<file path="src/core/axpfs_consts.svh">
// constants for the axis pin function select block: offsets, fields, codes, reset values
// assumes a 32-bit apb bus with byte addresses and four axes of eight pins each
//
// How it works
// - host loads the 16-bit setting, then command 21h applies it to the pins
// - pin k uses setting bits 2k+1 and 2k
// - code 00 makes an input; levels read back per axis in xy and zu words
// - input pins can trigger synchronous action on a rising or falling edge
// - pins 4 and 5 as inputs can start external-signal relative or continuous driving
// - code 01 drives the pin from output level words xy and zu
// - general output drives low for a stored 0, high for a stored 1
// - code 10 drives the pin's assigned drive status indication
// - code 11: pins 3..0 give sync pulses, pins 7..4 compare results
// - compare outputs follow the compare mode set by command 20h
// - reset clears every setting bit, so all pins start as inputs
`ifndef AXPFS_CONSTS_SVH
`define AXPFS_CONSTS_SVH

// ****************************************
// register byte offsets
// ****************************************
`define AXPFS_OFS_PARAM_WORD 8'h00
`define AXPFS_OFS_COMMAND 8'h04
`define AXPFS_OFS_OUT_XY 8'h08
`define AXPFS_OFS_OUT_ZU 8'h0C
`define AXPFS_OFS_IN_XY 8'h10
`define AXPFS_OFS_IN_ZU 8'h14
`define AXPFS_OFS_FUNC_XY 8'h18
`define AXPFS_OFS_FUNC_ZU 8'h1C
`define AXPFS_OFS_CMP_MODE 8'h20
`define AXPFS_OFS_EDGE_SEL 8'h24

// ****************************************
// command word fields and codes
// ****************************************
`define AXPFS_CMD_CODE_LSB 0
`define AXPFS_CMD_AXIS_LSB 8
`define AXPFS_CODE_PIN_FUNC 8'h21
`define AXPFS_CODE_CMP_MODE 8'h20

// ****************************************
// pin function field codes
// ****************************************
`define AXPFS_FN_INPUT 2'h0
`define AXPFS_FN_GP_OUT 2'h1
`define AXPFS_FN_STATUS 2'h2
`define AXPFS_FN_SYNC_CMP 2'h3

// ****************************************
// reset values and timing
// ****************************************
`define AXPFS_RST_SETTING 16'h0000
`define AXPFS_RST_WORD 32'h00000000
`define AXPFS_CMD_GAP_NS 125

`endif

</file>
<file path="src/core/axpfs_pkg.sv">
// types shared by the axis pin function select block
// assumes the constants header is compiled alongside
package axpfs_pkg;
	typedef logic [15:0] axpfs_setting_t;
	typedef logic [7:0] axpfs_pins_t;
	typedef logic [1:0] axpfs_func_t;
endpackage

</file>
<file path="src/core/axpfs_top.sv">
// per-axis function select for eight multi-purpose pins of each of four axes
// every output leaves a flip-flop, so pins follow a setting change one clock later
// edge detectors stay quiet for two clocks after reset while the level stages fill
// assumes apb from a host on pclk; pin levels, drive status, sync pulses and
// compare results arrive synchronous to pclk from the rest of the device
`include "axpfs_consts.svh"

module axpfs_top #(
	parameter int AXES = 4,
	parameter int PINS = 8
) (
	input wire logic pclk,
	input wire logic presetn,
	input wire logic psel,
	input wire logic penable,
	input wire logic pwrite,
	input wire logic [7:0] paddr,
	input wire logic [31:0] pwdata,
	output logic [31:0] prdata,
	output logic pready,
	output logic pslverr,
	input wire logic [AXES*PINS-1:0] axis_multi_pins_in,
	output logic [AXES*PINS-1:0] axis_multi_pins_out,
	output logic [AXES*PINS-1:0] axis_multi_pins_oe,
	input wire logic [AXES*PINS-1:0] drive_status,
	input wire logic [AXES*4-1:0] sync_pulse,
	input wire logic [AXES*4-1:0] compare_result,
	output logic [AXES*16-1:0] compare_mode,
	output logic [AXES*PINS-1:0] sync_trigger,
	output logic [AXES-1:0] ext_start_relative,
	output logic [AXES-1:0] ext_start_continuous
);

	// ****************************************
	// register state
	// ****************************************
	axpfs_pkg::axpfs_setting_t param_word_reg;
	axpfs_pkg::axpfs_setting_t pin_func_reg [AXES];
	axpfs_pkg::axpfs_setting_t cmp_mode_reg [AXES];
	logic [31:0] out_xy_reg;
	logic [31:0] out_zu_reg;
	logic [31:0] edge_sel_reg;
	logic [AXES*PINS-1:0] level_reg;
	logic [AXES*PINS-1:0] level_prev_reg;
	logic [31:0] rdata_next;
	logic addr_ok;
	logic setup;
	logic access_done;
	logic [AXES*PINS-1:0] gp_out_bits;
	// write strobes and command fields
	logic wr_param;
	logic wr_command;
	logic wr_out_xy;
	logic wr_out_zu;
	logic wr_edge_sel;
	logic [7:0] cmd_code;
	logic [AXES-1:0] cmd_axes;
	// edge detector warm-up
	logic [1:0] prime_reg;
	logic edges_ok;

	assign setup = psel & ~penable;
	// a write lands only at the edge where the access completes
	assign access_done = psel & penable & pready;

	// ****************************************
	// apb write decode
	// ****************************************
	// one strobe per writable word, so each register has its own process
	assign wr_param = access_done & pwrite & (paddr == `AXPFS_OFS_PARAM_WORD);
	assign wr_command = access_done & pwrite & (paddr == `AXPFS_OFS_COMMAND);
	assign wr_out_xy = access_done & pwrite & (paddr == `AXPFS_OFS_OUT_XY);
	assign wr_out_zu = access_done & pwrite & (paddr == `AXPFS_OFS_OUT_ZU);
	assign wr_edge_sel = access_done & pwrite & (paddr == `AXPFS_OFS_EDGE_SEL);

	// command word: code in the low byte, one select bit per axis above it
	assign cmd_code = pwdata[`AXPFS_CMD_CODE_LSB +: 8];
	assign cmd_axes = pwdata[`AXPFS_CMD_AXIS_LSB +: AXES];

	// general output bits in pin order: x and y from the xy word, z and u from zu
	assign gp_out_bits = {out_zu_reg[15:0], out_xy_reg[15:0]};

	// ****************************************
	// apb read decode
	// ****************************************
	always_comb begin
		rdata_next = `AXPFS_RST_WORD;
		addr_ok = 1'b1;
		unique case (paddr)
			`AXPFS_OFS_PARAM_WORD: rdata_next = {16'h0000, param_word_reg};
			`AXPFS_OFS_COMMAND: rdata_next = `AXPFS_RST_WORD;
			`AXPFS_OFS_OUT_XY: rdata_next = out_xy_reg;
			`AXPFS_OFS_OUT_ZU: rdata_next = out_zu_reg;
			`AXPFS_OFS_IN_XY: rdata_next = {16'h0000, level_reg[15:0]};
			`AXPFS_OFS_IN_ZU: rdata_next = {16'h0000, level_reg[31:16]};
			`AXPFS_OFS_FUNC_XY: rdata_next = {pin_func_reg[1], pin_func_reg[0]};
			`AXPFS_OFS_FUNC_ZU: rdata_next = {pin_func_reg[3], pin_func_reg[2]};
			`AXPFS_OFS_CMP_MODE: rdata_next = {cmp_mode_reg[1], cmp_mode_reg[0]};
			`AXPFS_OFS_EDGE_SEL: rdata_next = edge_sel_reg;
			default: addr_ok = 1'b0;
		endcase
	end

	// ****************************************
	// apb handshake: answer in the first access cycle
	// ****************************************
	// ready in the first access cycle only, so every transfer has zero wait states
	always_ff @(posedge pclk or negedge presetn) begin
		if (!presetn) begin
			pready <= 1'b0;
		end else begin
			pready <= setup;
		end
	end

	// error answer for unmapped offsets, raised together with ready
	always_ff @(posedge pclk or negedge presetn) begin
		if (!presetn) begin
			pslverr <= 1'b0;
		end else begin
			pslverr <= setup & ~addr_ok;
		end
	end

	// ****************************************
	// apb read data
	// ****************************************
	// captured at setup; it stays put until the next read
	always_ff @(posedge pclk or negedge presetn) begin
		if (!presetn) begin
			prdata <= `AXPFS_RST_WORD;
		end else if (setup && !pwrite) begin
			prdata <= rdata_next;
		end
	end

	// ****************************************
	// host writable words
	// ****************************************
	// staging word for the next command; nothing changes on the pins yet
	always_ff @(posedge pclk or negedge presetn) begin
		if (!presetn) begin
			param_word_reg <= `AXPFS_RST_SETTING;
		end else if (wr_param) begin
			param_word_reg <= pwdata[15:0];
		end
	end

	// output levels for x and y; the upper half is kept clear and reads zero
	always_ff @(posedge pclk or negedge presetn) begin
		if (!presetn) begin
			out_xy_reg <= `AXPFS_RST_WORD;
		end else if (wr_out_xy) begin
			out_xy_reg <= {16'h0000, pwdata[15:0]};
		end
	end

	// output levels for z and u
	always_ff @(posedge pclk or negedge presetn) begin
		if (!presetn) begin
			out_zu_reg <= `AXPFS_RST_WORD;
		end else if (wr_out_zu) begin
			out_zu_reg <= {16'h0000, pwdata[15:0]};
		end
	end

	// edge choice per pin for synchronous action triggers
	always_ff @(posedge pclk or negedge presetn) begin
		if (!presetn) begin
			edge_sel_reg <= `AXPFS_RST_WORD;
		end else if (wr_edge_sel) begin
			edge_sel_reg <= pwdata;
		end
	end

	// ****************************************
	// per-axis settings, commands and pin drivers
	// ****************************************
	genvar a;
	genvar k;
	generate
		for (a = 0; a < AXES; a++) begin : g_axis
			logic cmd_hit;
			// the axis takes a command only when its select bit is set
			assign cmd_hit = wr_command & cmd_axes[a];

			// ****************************************
			// per-axis settings
			// ****************************************
			// settings of unselected axes are left untouched
			always_ff @(posedge pclk or negedge presetn) begin
				if (!presetn) begin
					pin_func_reg[a] <= `AXPFS_RST_SETTING;
				end else if (cmd_hit && cmd_code == `AXPFS_CODE_PIN_FUNC) begin
					pin_func_reg[a] <= param_word_reg;
				end
			end

			// compare mode is staged the same way; unknown codes change nothing
			always_ff @(posedge pclk or negedge presetn) begin
				if (!presetn) begin
					cmp_mode_reg[a] <= `AXPFS_RST_SETTING;
				end else if (cmd_hit && cmd_code == `AXPFS_CODE_CMP_MODE) begin
					cmp_mode_reg[a] <= param_word_reg;
				end
			end

			// ****************************************
			// compare mode output
			// ****************************************
			// comparators elsewhere read their object and condition from here
			always_ff @(posedge pclk or negedge presetn) begin
				if (!presetn) begin
					compare_mode[a*16 +: 16] <= `AXPFS_RST_SETTING;
				end else begin
					compare_mode[a*16 +: 16] <= cmp_mode_reg[a];
				end
			end

			// ****************************************
			// external drive starts
			// ****************************************
			// relative driving starts on the active-low falling edge of pin 4
			always_ff @(posedge pclk or negedge presetn) begin
				if (!presetn) begin
					ext_start_relative[a] <= 1'b0;
				end else begin
					ext_start_relative[a] <= edges_ok
						& (pin_func_reg[a][9:8] == `AXPFS_FN_INPUT)
						& level_prev_reg[a*PINS+4] & ~level_reg[a*PINS+4];
				end
			end

			// continuous driving starts on the falling edge of pin 5
			always_ff @(posedge pclk or negedge presetn) begin
				if (!presetn) begin
					ext_start_continuous[a] <= 1'b0;
				end else begin
					ext_start_continuous[a] <= edges_ok
						& (pin_func_reg[a][11:10] == `AXPFS_FN_INPUT)
						& level_prev_reg[a*PINS+5] & ~level_reg[a*PINS+5];
				end
			end

			for (k = 0; k < PINS; k++) begin : g_pin
				localparam int P = a*PINS + k;
				axpfs_pkg::axpfs_func_t fn;
				logic drive_val;
				logic gp_bit;
				assign fn = pin_func_reg[a][2*k +: 2];
				assign gp_bit = gp_out_bits[P];

				// ****************************************
				// per-pin function multiplexer
				// ****************************************
				// select the level this pin presents in its output modes
				always_comb begin
					drive_val = 1'b0;
					unique case (fn)
						`AXPFS_FN_INPUT: drive_val = 1'b0;
						`AXPFS_FN_GP_OUT: drive_val = gp_bit;
						`AXPFS_FN_STATUS: drive_val = drive_status[P];
						`AXPFS_FN_SYNC_CMP: begin
							// low half sync pulses, high half compare results
							if (k < 4) begin
								drive_val = sync_pulse[a*4 + (k%4)];
							end else begin
								drive_val = compare_result[a*4 + (k%4)];
							end
						end
					endcase
				end

				// ****************************************
				// pin drivers
				// ****************************************
				// registered drivers keep the pins glitch free across mode changes
				always_ff @(posedge pclk or negedge presetn) begin
					if (!presetn) begin
						axis_multi_pins_out[P] <= 1'b0;
					end else begin
						axis_multi_pins_out[P] <= drive_val;
					end
				end

				// enable follows the mode; input pins are released, never driven low
				always_ff @(posedge pclk or negedge presetn) begin
					if (!presetn) begin
						axis_multi_pins_oe[P] <= 1'b0;
					end else begin
						axis_multi_pins_oe[P] <= (fn != `AXPFS_FN_INPUT);
					end
				end

				// ****************************************
				// synchronous action triggers
				// ****************************************
				// edge_sel bit set picks the rising edge, clear the falling edge
				always_ff @(posedge pclk or negedge presetn) begin
					if (!presetn) begin
						sync_trigger[P] <= 1'b0;
					end else if (fn != `AXPFS_FN_INPUT || !edges_ok) begin
						sync_trigger[P] <= 1'b0;
					end else if (edge_sel_reg[P]) begin
						sync_trigger[P] <= ~level_prev_reg[P] & level_reg[P];
					end else begin
						sync_trigger[P] <= level_prev_reg[P] & ~level_reg[P];
					end
				end
			end
		end
	endgenerate

	// ****************************************
	// pin level capture
	// ****************************************
	// pins are taken as synchronous, so one stage suffices for readback
	always_ff @(posedge pclk or negedge presetn) begin
		if (!presetn) begin
			level_reg <= '0;
		end else begin
			level_reg <= axis_multi_pins_in;
		end
	end

	// previous level for the edge detectors
	always_ff @(posedge pclk or negedge presetn) begin
		if (!presetn) begin
			level_prev_reg <= '0;
		end else begin
			level_prev_reg <= level_reg;
		end
	end

	// ****************************************
	// edge detector warm-up
	// ****************************************
	// both level stages hold reset zeros at first; a pin that idles high
	// would otherwise look like a rising edge right after reset
	always_ff @(posedge pclk or negedge presetn) begin
		if (!presetn) begin
			prime_reg <= 2'h0;
		end else begin
			prime_reg <= {prime_reg[0], 1'b1};
		end
	end

	assign edges_ok = prime_reg[1];

endmodule // axpfs_top

</file>
<file path="config.mk">
export PLATFORM = sky130hd
export DESIGN_NAME = axpfs_top
export DESIGN_NICKNAME = d
export VERILOG_FILES = /design/src/core/axpfs_pkg.sv /design/src/core/axpfs_top.sv
export VERILOG_INCLUDE_DIRS = /design/src /design/src/core
export SDC_FILE = /design/constraint.sdc
export NUM_CORES = 1
export LEC_CHECK = 0
export BUFFER_PORTS_ARGS = -buffer_cell sky130_fd_sc_hd__buf_2
export CORE_ASPECT_RATIO = 1.25
export CORE_UTILIZATION = 44
export DETAILED_ROUTE_END_ITERATION = 10
export MAX_ROUTING_LAYER = met4
export PLACE_DENSITY_LB_ADDON = 0.12
export REMOVE_ABC_BUFFERS = 1
export SLEW_MARGIN = 15
export SYNTH_ARGS = -nofsm -noshare
export SYNTH_HDL_FRONTEND = slang
export SYNTH_SLANG_ARGS = --single-unit
</file>
<file path="constraint.sdc">
create_clock -name pclk -period 2 [get_ports pclk]
set_input_delay 0.4 -clock pclk [delete_from_list [all_inputs] [get_ports pclk]]
set_output_delay 0.4 -clock pclk [all_outputs]
set_load 0.01 [all_outputs]
</file>
==> results.md, run 1 <==
| Item | This run | Unit |
|:---|:---|:---|
| Result of the run | finished, final reports clean | - |
| TritonCTS clock tree | yes | - |
| Pwr Density | 844.8 | nW/um2 |
| Number of sinks handled by clock tree synthesis | 476 | - |
| Period utilization | 97.57 | % |
| Fin. max-slew vios | 0 | - |
| Final wirelength | 56030 | um |
| Buf/Inv on CP | 2 | - |
| Sequential cell area fraction in the yosys report | 63.49 | % |
| Setup bufs post-CTS | 0 | - |
| Antenna cell count | 0 | - |
| Number of fill cells | 3584 | - |
| Via total after detailed routing | 12957 | - |
| Buffer depth of the longest clock path | 3 | - |
| Number of top-level pins | 343 | - |
| Number of synthesized register bits | 476 | - |
| Cell type of the slowest stage on the worst timing path | sky130_fd_sc_hd__mux2_2 | - |
| Worst vdd ir | 735.5 | uV |
| Die area | 43470 | um2 |
| Worst setup slack after layout | 0.04862 | ns |
| Number of antenna-violating nets in the routed design | 0 | - |
| Pwr Total | 20150 | uW |
| Clock buffer count from CTS | 48 | - |
| Share of flip-flops with an asynchronous set or reset | 100.0 | % |
| Worst Setup Path Type | flop to flop | - |
| Number of setup violations in the final report | 0 | - |
| Worst setup EP type | flop | - |
| Count of yosys warnings during synthesis | 0 | - |
| Global-route wire length before repair | 83470 | um |
| Number of standard cells after synthesis | 1364 | - |
| Leakage dissipation | 0.01227 | uW |
| Worst relative slew slack | 66.93 | % |
| Highest net fanout along the worst path | 8 | - |
| Synth Area per Inst | 13.75 | um2 |
| Worst hold-check slack | 0.06571 | ns |
| RSZ-0062 raised after global routing | no | - |
| Max-cap check violation count | 0 | - |
| Placed standard-cell area | 21890 | um2 |
| Layout Skew | 0.01733 | ns |
| Antenna violations before repair | 2 | - |
| Overflow left after global routing | 0 | - |
| Slowest stage delay, CP | 0.36 | ns |
| Maximum number of pins on one net before global-route repair | 82 | - |
| Number of distinct standard cells referenced by the synthesized netlist | 56 | - |
| Final hold vios | 0 | - |
| Area added between synthesis and finish | 27.14 | % |
| Pre-CTS worst setup slack | -0.3555 | ns |
| Final Cell Area | 23850 | um2 |
| DRC violations left | 0 | - |
| Count of flip-flops with a built-in enable after synthesis | 0 | - |
| Initial detailed-routing violation count | 826 | - |
| Final nets | 1964 | - |
| Root buffer cell | sky130_fd_sc_hd__clkbuf_16 | - |
| Slew at the pin closest to its max-slew limit | 0.4891 | ns |
| Clock slew at the register clock pins of the worst setup and hold paths | 0.06 | ns |
| Floorplan die width | 186.7 | um |
| Predominant post-synthesis flop cell | sky130_fd_sc_hd__dfrtp_1 | - |
| Starting Density | 44.63 | % |
| Chain of cells forming the critical path | and4_1 > and4_1 > buf_4 > and4b_1 > buf_4 > mux2_2 | - |
| DR pass1 iterations | 5 | - |
| Buffers added on ports | 342 | - |
| CP Launch Type | flop | - |
| Number of standard-cell rows in the floorplan | 84 | - |
| Maximum operating frequency | 512.5 | MHz |
| Chip height | 232.9 | um |
| Final weighted congestion in routability-driven placement | 0.8980 | - |
| Worst path top cell family by delay | simple AND/OR/NAND/NOR gates | - |
| Average wire per cell in the routed design | 23.17 | um |
| Area of the mapped netlist | 18760 | um2 |
| Arrival time at the worst endpoint | 2.38 | ns |
| Classification of the worst-slack hold path | primary input to flop | - |
| Vias in the first global route | 13339 | - |
| Number of H-tree levels | 2 | - |
| CP Data Required Time | 2.43 | ns |
| Placeable Area | 42040 | um2 |
| Detailed placer's ending HPWL | 40340 | um |
| Worst-skew pair later-pin latency | 0.56 | ns |
| Proportion of layout cells with a drive suffix above 1 | 44.32 | % |
| Overall track demand over capacity in global routing | 26.69 | % |
| Total Negative Setup Slacks | 0 | ns |
| Clock period minus worst slack | 1.951 | ns |
| Post-DR vias/cell | 5.359 | - |
-- kinds of logic after synthesis --
kind of cell	Yosys count	synth area share [%]
and+or+nand+nor	316	9.164
DFF	476	63.49
AOI/OAI and AO/OA	170	6.176
muxes	314	18.85
buffers and inverters	87	2.294
other	1	0.01999
-- cell usage in the layout (no fill, tap or decap), drive strengths merged, types with 5 or more instances in the layout --
master,count
dfrtp,476
buf,454
mux2,245
nand2,111
nor2,70
clkbuf,69
mux2i,65
o21ai,47
nor3b,38
a21oi,33
dlygate4sd3,33
or2,24
o2bb2ai,20
o221ai,17
o21a,17
nand3,14
nor3,12
nand4,11
a221oi,10
a32oi,10
clkinv,10
inv,9
nand3b,5
-- synthesized netlist by cell type, types with 3 or more instances --
library cell	count	area [um2]
sky130_fd_sc_hd__a21oi_1	33	165.2
sky130_fd_sc_hd__a221o_1	4	40.04
sky130_fd_sc_hd__a221oi_1	10	87.58
sky130_fd_sc_hd__a31oi_1	4	25.02
sky130_fd_sc_hd__a32oi_1	10	87.58
sky130_fd_sc_hd__and4_1	3	26.28
sky130_fd_sc_hd__and4b_1	4	40.04
sky130_fd_sc_hd__buf_1	18	67.56
sky130_fd_sc_hd__buf_2	18	90.09
sky130_fd_sc_hd__buf_4	7	52.55
sky130_fd_sc_hd__buf_6	7	78.83
sky130_fd_sc_hd__clkbuf_1	26	97.59
sky130_fd_sc_hd__dfrtp_1	476	11910
sky130_fd_sc_hd__inv_1	9	33.78
sky130_fd_sc_hd__mux2_2	235	2646
sky130_fd_sc_hd__mux2_4	10	150.1
sky130_fd_sc_hd__mux2i_1	65	650.6
sky130_fd_sc_hd__mux4_2	4	90.09
sky130_fd_sc_hd__nand2_1	110	412.9
sky130_fd_sc_hd__nand3_1	14	70.07
sky130_fd_sc_hd__nand3b_1	5	37.54
sky130_fd_sc_hd__nand4_1	7	43.79
sky130_fd_sc_hd__nand4_4	4	85.08
sky130_fd_sc_hd__nor2_1	70	262.8
sky130_fd_sc_hd__nor3_1	12	60.06
sky130_fd_sc_hd__nor3b_1	36	270.3
sky130_fd_sc_hd__nor4_1	3	18.77
sky130_fd_sc_hd__o21a_1	17	127.6
sky130_fd_sc_hd__o21ai_0	47	235.2
sky130_fd_sc_hd__o221ai_1	17	148.9
sky130_fd_sc_hd__o2bb2ai_1	20	175.2
sky130_fd_sc_hd__or2_2	24	150.1
sky130_fd_sc_hd__or3_1	3	18.77
sky130_fd_sc_hd__or3b_2	4	35.03
-- power by group --
group          internal, uW  switching [uW]
sequential             9790             112
clock                  5470            3690
combinational           465             617
total                 15700            4420
-- layer usage --
metal | vias up | part of all wire (%) | GRT usage [%] | wire length (um)
met1 | 6612 | 41 | 34.26 | 23240
met3 | 90 | 5.8 | 4.118 | 3225
met5 | - | 0 | - | 0
met4 | 0 | 2.9 | 8.530 | 1606
met2 | 455 | 50 | 43.65 | 27960
li1 | 5800 | - | - | -
-- final timing paths --
| path | startpoint | end | slack (ns) | depth (start not counted) |
|---|---|---|---|---|
| worst min-delay path | penable | pready$_DFF_PN0_ | 0.07 | 2 |
| max in group asynchronous | presetn | compare_mode[48]$_DFF_PN0_ | 0.93 | 3 |
| worst max register to register | pready$_DFF_PN0_ | cmp_mode_reg[11]$_DFFE_PN0P_ | 0.05 | 6 |
| worst max-delay path | pready$_DFF_PN0_ | cmp_mode_reg[11]$_DFFE_PN0P_ | 0.05 | 6 |
| min in group asynchronous | presetn | axis_multi_pins_oe[30]$_DFF_PN0_ | 0.31 | 2 |
| worst min register to register | prime_reg[0]$_DFF_PN0_ | prime_reg[1]$_DFF_PN0_ | 0.34 | 0 |
-- timing repair --
item / in CTS / in global routing
endpoints found under the hold margin: 50 / 0
setup endpoints to repair: 0 / 1
hold buffers: 33 / 0
gates resized for setup: 0 / 1
-- layout make-up --
class / count / area [um2] / share of cell area (%)
clock buffers: 69 / 1431 / 6.001
multi-input cells: 801 / 6447 / 27.03
repair buffers: 487 / 3137 / 13.15
inverters: 9 / 33.78 / 0.1416
well taps: 559 / 699.4 / 2.932
flip-flops and latches: 476 / 11910 / 49.94
clock inverters: 17 / 192.7 / 0.8078
-- stage by stage --
step / instances / util, %
global placement: 2299 / 52.08
CTS: 2418 / 56.73
floorplan: 1286 / -
global route: 2418 / 56.74
detailed placement: 2299 / 52.08
finish: 2418 / 56.74
Note: power is estimated with default switching activity, not from simulation.
==> inputs of run 2 (changes only) <==
--- a/config.mk
+++ b/config.mk
@@ -12,6 +12,7 @@
 export DETAILED_ROUTE_END_ITERATION = 10
 export MAX_ROUTING_LAYER = met4
 export PLACE_DENSITY_LB_ADDON = 0.12
+export RECOVER_POWER = 50
 export REMOVE_ABC_BUFFERS = 1
 export SLEW_MARGIN = 15
 export SYNTH_ARGS = -nofsm -noshare
==> results.md, run 2 (synthesis gave the netlist of run 1 again) <==
| Item | This run | Unit | Delta |
|:---|:---|:---|:---|
| Power Internal | 15710 | uW | -0.13% |
| Buf/Inv on CP | 2 | - | unchanged |
| Die area | 43470 | um2 | unchanged |
| Pwr Total | 20130 | uW | about the same |
| Most frequent cells in the layout | sky130_fd_sc_hd__dfrtp_1, sky130_fd_sc_hd__buf_2, sky130_fd_sc_hd__mux2_2 | - |  |
| Number of sinks handled by clock tree synthesis | 476 | - | unchanged |
| DRC violations left | 0 | - | unchanged |
| Register share of total power | 49.2 | % | about the same |
| Total Negative Setup Slacks | 0 | ns | unchanged |
| CP Data Required Time | 2.43 | ns | about the same |
| Clock group share of total power | 45.6 | % | about the same |
| Number of H-tree levels | 2 | - | unchanged |
| Total number of cells along the worst setup path | 6 | - | unchanged |
| Register-to-Register Path Depth | 6 | - | unchanged |
| Final hold vios | 0 | - | unchanged |
| Proportion of layout cells with a drive suffix above 1 | 43.79 | % | -0.54 points |
| Most common cell after layout, fill and taps aside | sky130_fd_sc_hd__dfrtp_1 | - |  |
| Antenna violations before repair | 2 | - | unchanged |
| Root buffer cell | sky130_fd_sc_hd__clkbuf_16 | - |  |
| Maximum number of pins on one net before global-route repair | 82 | - | unchanged |
| Pwr Density | 847.3 | nW/um2 | +0.30% |
| Worst path top cell family by delay | simple AND/OR/NAND/NOR gates | - |  |
| Layout Skew | 0.01756 | ns | +0.0002314 ns |
| Number of antenna-violating nets in the routed design | 0 | - | unchanged |
| Slowest stage delay, CP | 0.36 | ns | about the same |
| Detailed placer's ending HPWL | 40340 | um | unchanged |
| Worst relative slew slack | 22.35 | % | -45 points |
| Sw frac | 21.97 | % | +0.025 points |
| Maximum operating frequency | 517.2 | MHz | +0.93% |
| Cell type of the slowest stage on the worst timing path | sky130_fd_sc_hd__mux2_2 | - |  |
| Clock period minus worst slack | 1.933 | ns | -0.01806 ns |
| Via total after detailed routing | 12996 | - | +0.30% |
| Worst Setup Path Type | flop to flop | - |  |
| Global-route wire length before repair | 83470 | um | unchanged |
| CP Launch Type | flop | - |  |
| Worst-skew pair later-pin latency | 0.56 | ns | about the same |
| Number of top-level pins | 343 | - | unchanged |
| Number of setup violations in the final report | 0 | - | unchanged |
| Post-DR vias/cell | 5.375 | - | +0.30% |
| Chain of cells forming the critical path | and4_1 > and4_1 > buf_4 > and4b_1 > buf_4 > mux2_2 | - |  |
| Classification of the worst-slack hold path | primary input to flop | - |  |
| Average wire per cell in the routed design | 23.14 | um | -0.12% |
| DR pass1 iterations | 5 | - | unchanged |
| Floorplan die width | 186.7 | um | unchanged |
| Period utilization | 96.67 | % | -0.90 points |
| Worst hold-check slack | 0.06249 | ns | -0.003227 ns |
| Final weighted congestion in routability-driven placement | 0.8980 | - | unchanged |
| Vias in the first global route | 13339 | - | unchanged |
| Leakage dissipation | 0.01221 | uW | -0.46% |
| Overflow left after global routing | 0 | - | unchanged |
| Clock slew at the register clock pins of the worst setup and hold paths | 0.06 | ns | about the same |
| Worst setup EP type | flop | - |  |
| Result of the run | finished, final reports clean | - |  |
| Chip height | 232.9 | um | unchanged |
| Combinational share of power | 5.3 | % | about the same |
| Arrival time at the worst endpoint | 2.36 | ns | -0.02 ns |
| Buffers added on ports | 342 | - | unchanged |
| Max-cap check violation count | 0 | - | unchanged |
| Antenna cell count | 0 | - | unchanged |
| TritonCTS clock tree | yes | - |  |
| Placed standard-cell area | 21890 | um2 | unchanged |
| Fin. max-slew vios | 0 | - | unchanged |
| Final wirelength | 55960 | um | -0.12% |
| Slew at the pin closest to its max-slew limit | 1.165 | ns | +0.6756 ns |
| Number of standard-cell rows in the floorplan | 84 | - | unchanged |
| Clock buffer count from CTS | 48 | - | unchanged |
| Highest net fanout along the worst path | 8 | - | unchanged |
| Worst vdd ir | 738.1 | uV | +0.36% |
| RSZ-0062 raised after global routing | no | - |  |
| Initial detailed-routing violation count | 819 | - | -0.85% |
| Overall track demand over capacity in global routing | 26.69 | % | unchanged |
| Placeable Area | 42040 | um2 | unchanged |
| Starting Density | 44.63 | % | unchanged |
| Area added between synthesis and finish | 26.65 | % |  |
| Buffer depth of the longest clock path | 3 | - | unchanged |
| Switch Pwr | 4423 | uW | about the same |
| WHS Path Cells | 2 | - | unchanged |
| Final nets | 1964 | - | unchanged |
| Final Cell Area | 23760 | um2 | -0.39% |
-- run 2: power by group through the flow --
stage	registers [uW]	logic [uW]	clock network, uW
final	9900	1060	9170
after floorplan	10100	242	0
after detailed placement	10100	1050	0
after global routing	9910	1160	9730
after global placement	10100	1040	0
after CTS	9900	1100	9350
-- run 2: path summary, 6_finish.rpt --
check | start | to | slack, ns
worst max-delay path | pready$_DFF_PN0_ | cmp_mode_reg[11]$_DFFE_PN0P_ | 0.07
worst min-delay path | penable | pready$_DFF_PN0_ | 0.06
worst max register to register | pready$_DFF_PN0_ | cmp_mode_reg[11]$_DFFE_PN0P_ | 0.07
worst min register to register | prime_reg[0]$_DFF_PN0_ | prime_reg[1]$_DFF_PN0_ | 0.34
max in group asynchronous | presetn | compare_mode[48]$_DFF_PN0_ | 0.22
min in group asynchronous | presetn | axis_multi_pins_oe[30]$_DFF_PN0_ | 0.52
-- run 2: layer usage --
| metal | global-route usage (%) | vias to the layer above | part of all wire, % |
|---|---|---|---|
| li1 | - | 5802 | - |
| met1 | 34.26 | 6644 | 42 |
| met2 | 43.65 | 462 | 50 |
| met3 | 4.118 | 88 | 5.6 |
| met4 | 8.530 | 0 | 2.9 |
| met5 | - | - | 0 |
-- run 2: what timing repair did --
action / 4_1_cts / 5_1_grt
setup buffers: 0 / 0
resized for setup: 0 / 1
endpoints found under the setup margin: 0 / 1
hold buffers: 33 / 0
hold endpoints to repair: 50 / 0
-- run 2: layout make-up --
cell class	count	area, um2
clock buffers	69	1431
flip-flops and latches	476	11910
fillers	3595	18280
multi-input cells	801	6447
well taps	559	699.4
repair buffers	487	3044
clock inverters	17	192.7
inverters	9	33.78
-- run 2: metrics by stage --
step,worst slack [ns],utilization [%],instances
floorplan,-1.522,-,1286
global route,0.00007727,56.52,2418
CTS,0.08099,56.73,2418
finish,0.06668,56.52,2418
detailed placement,-0.3555,52.08,2299
global placement,-0.3374,52.08,2299
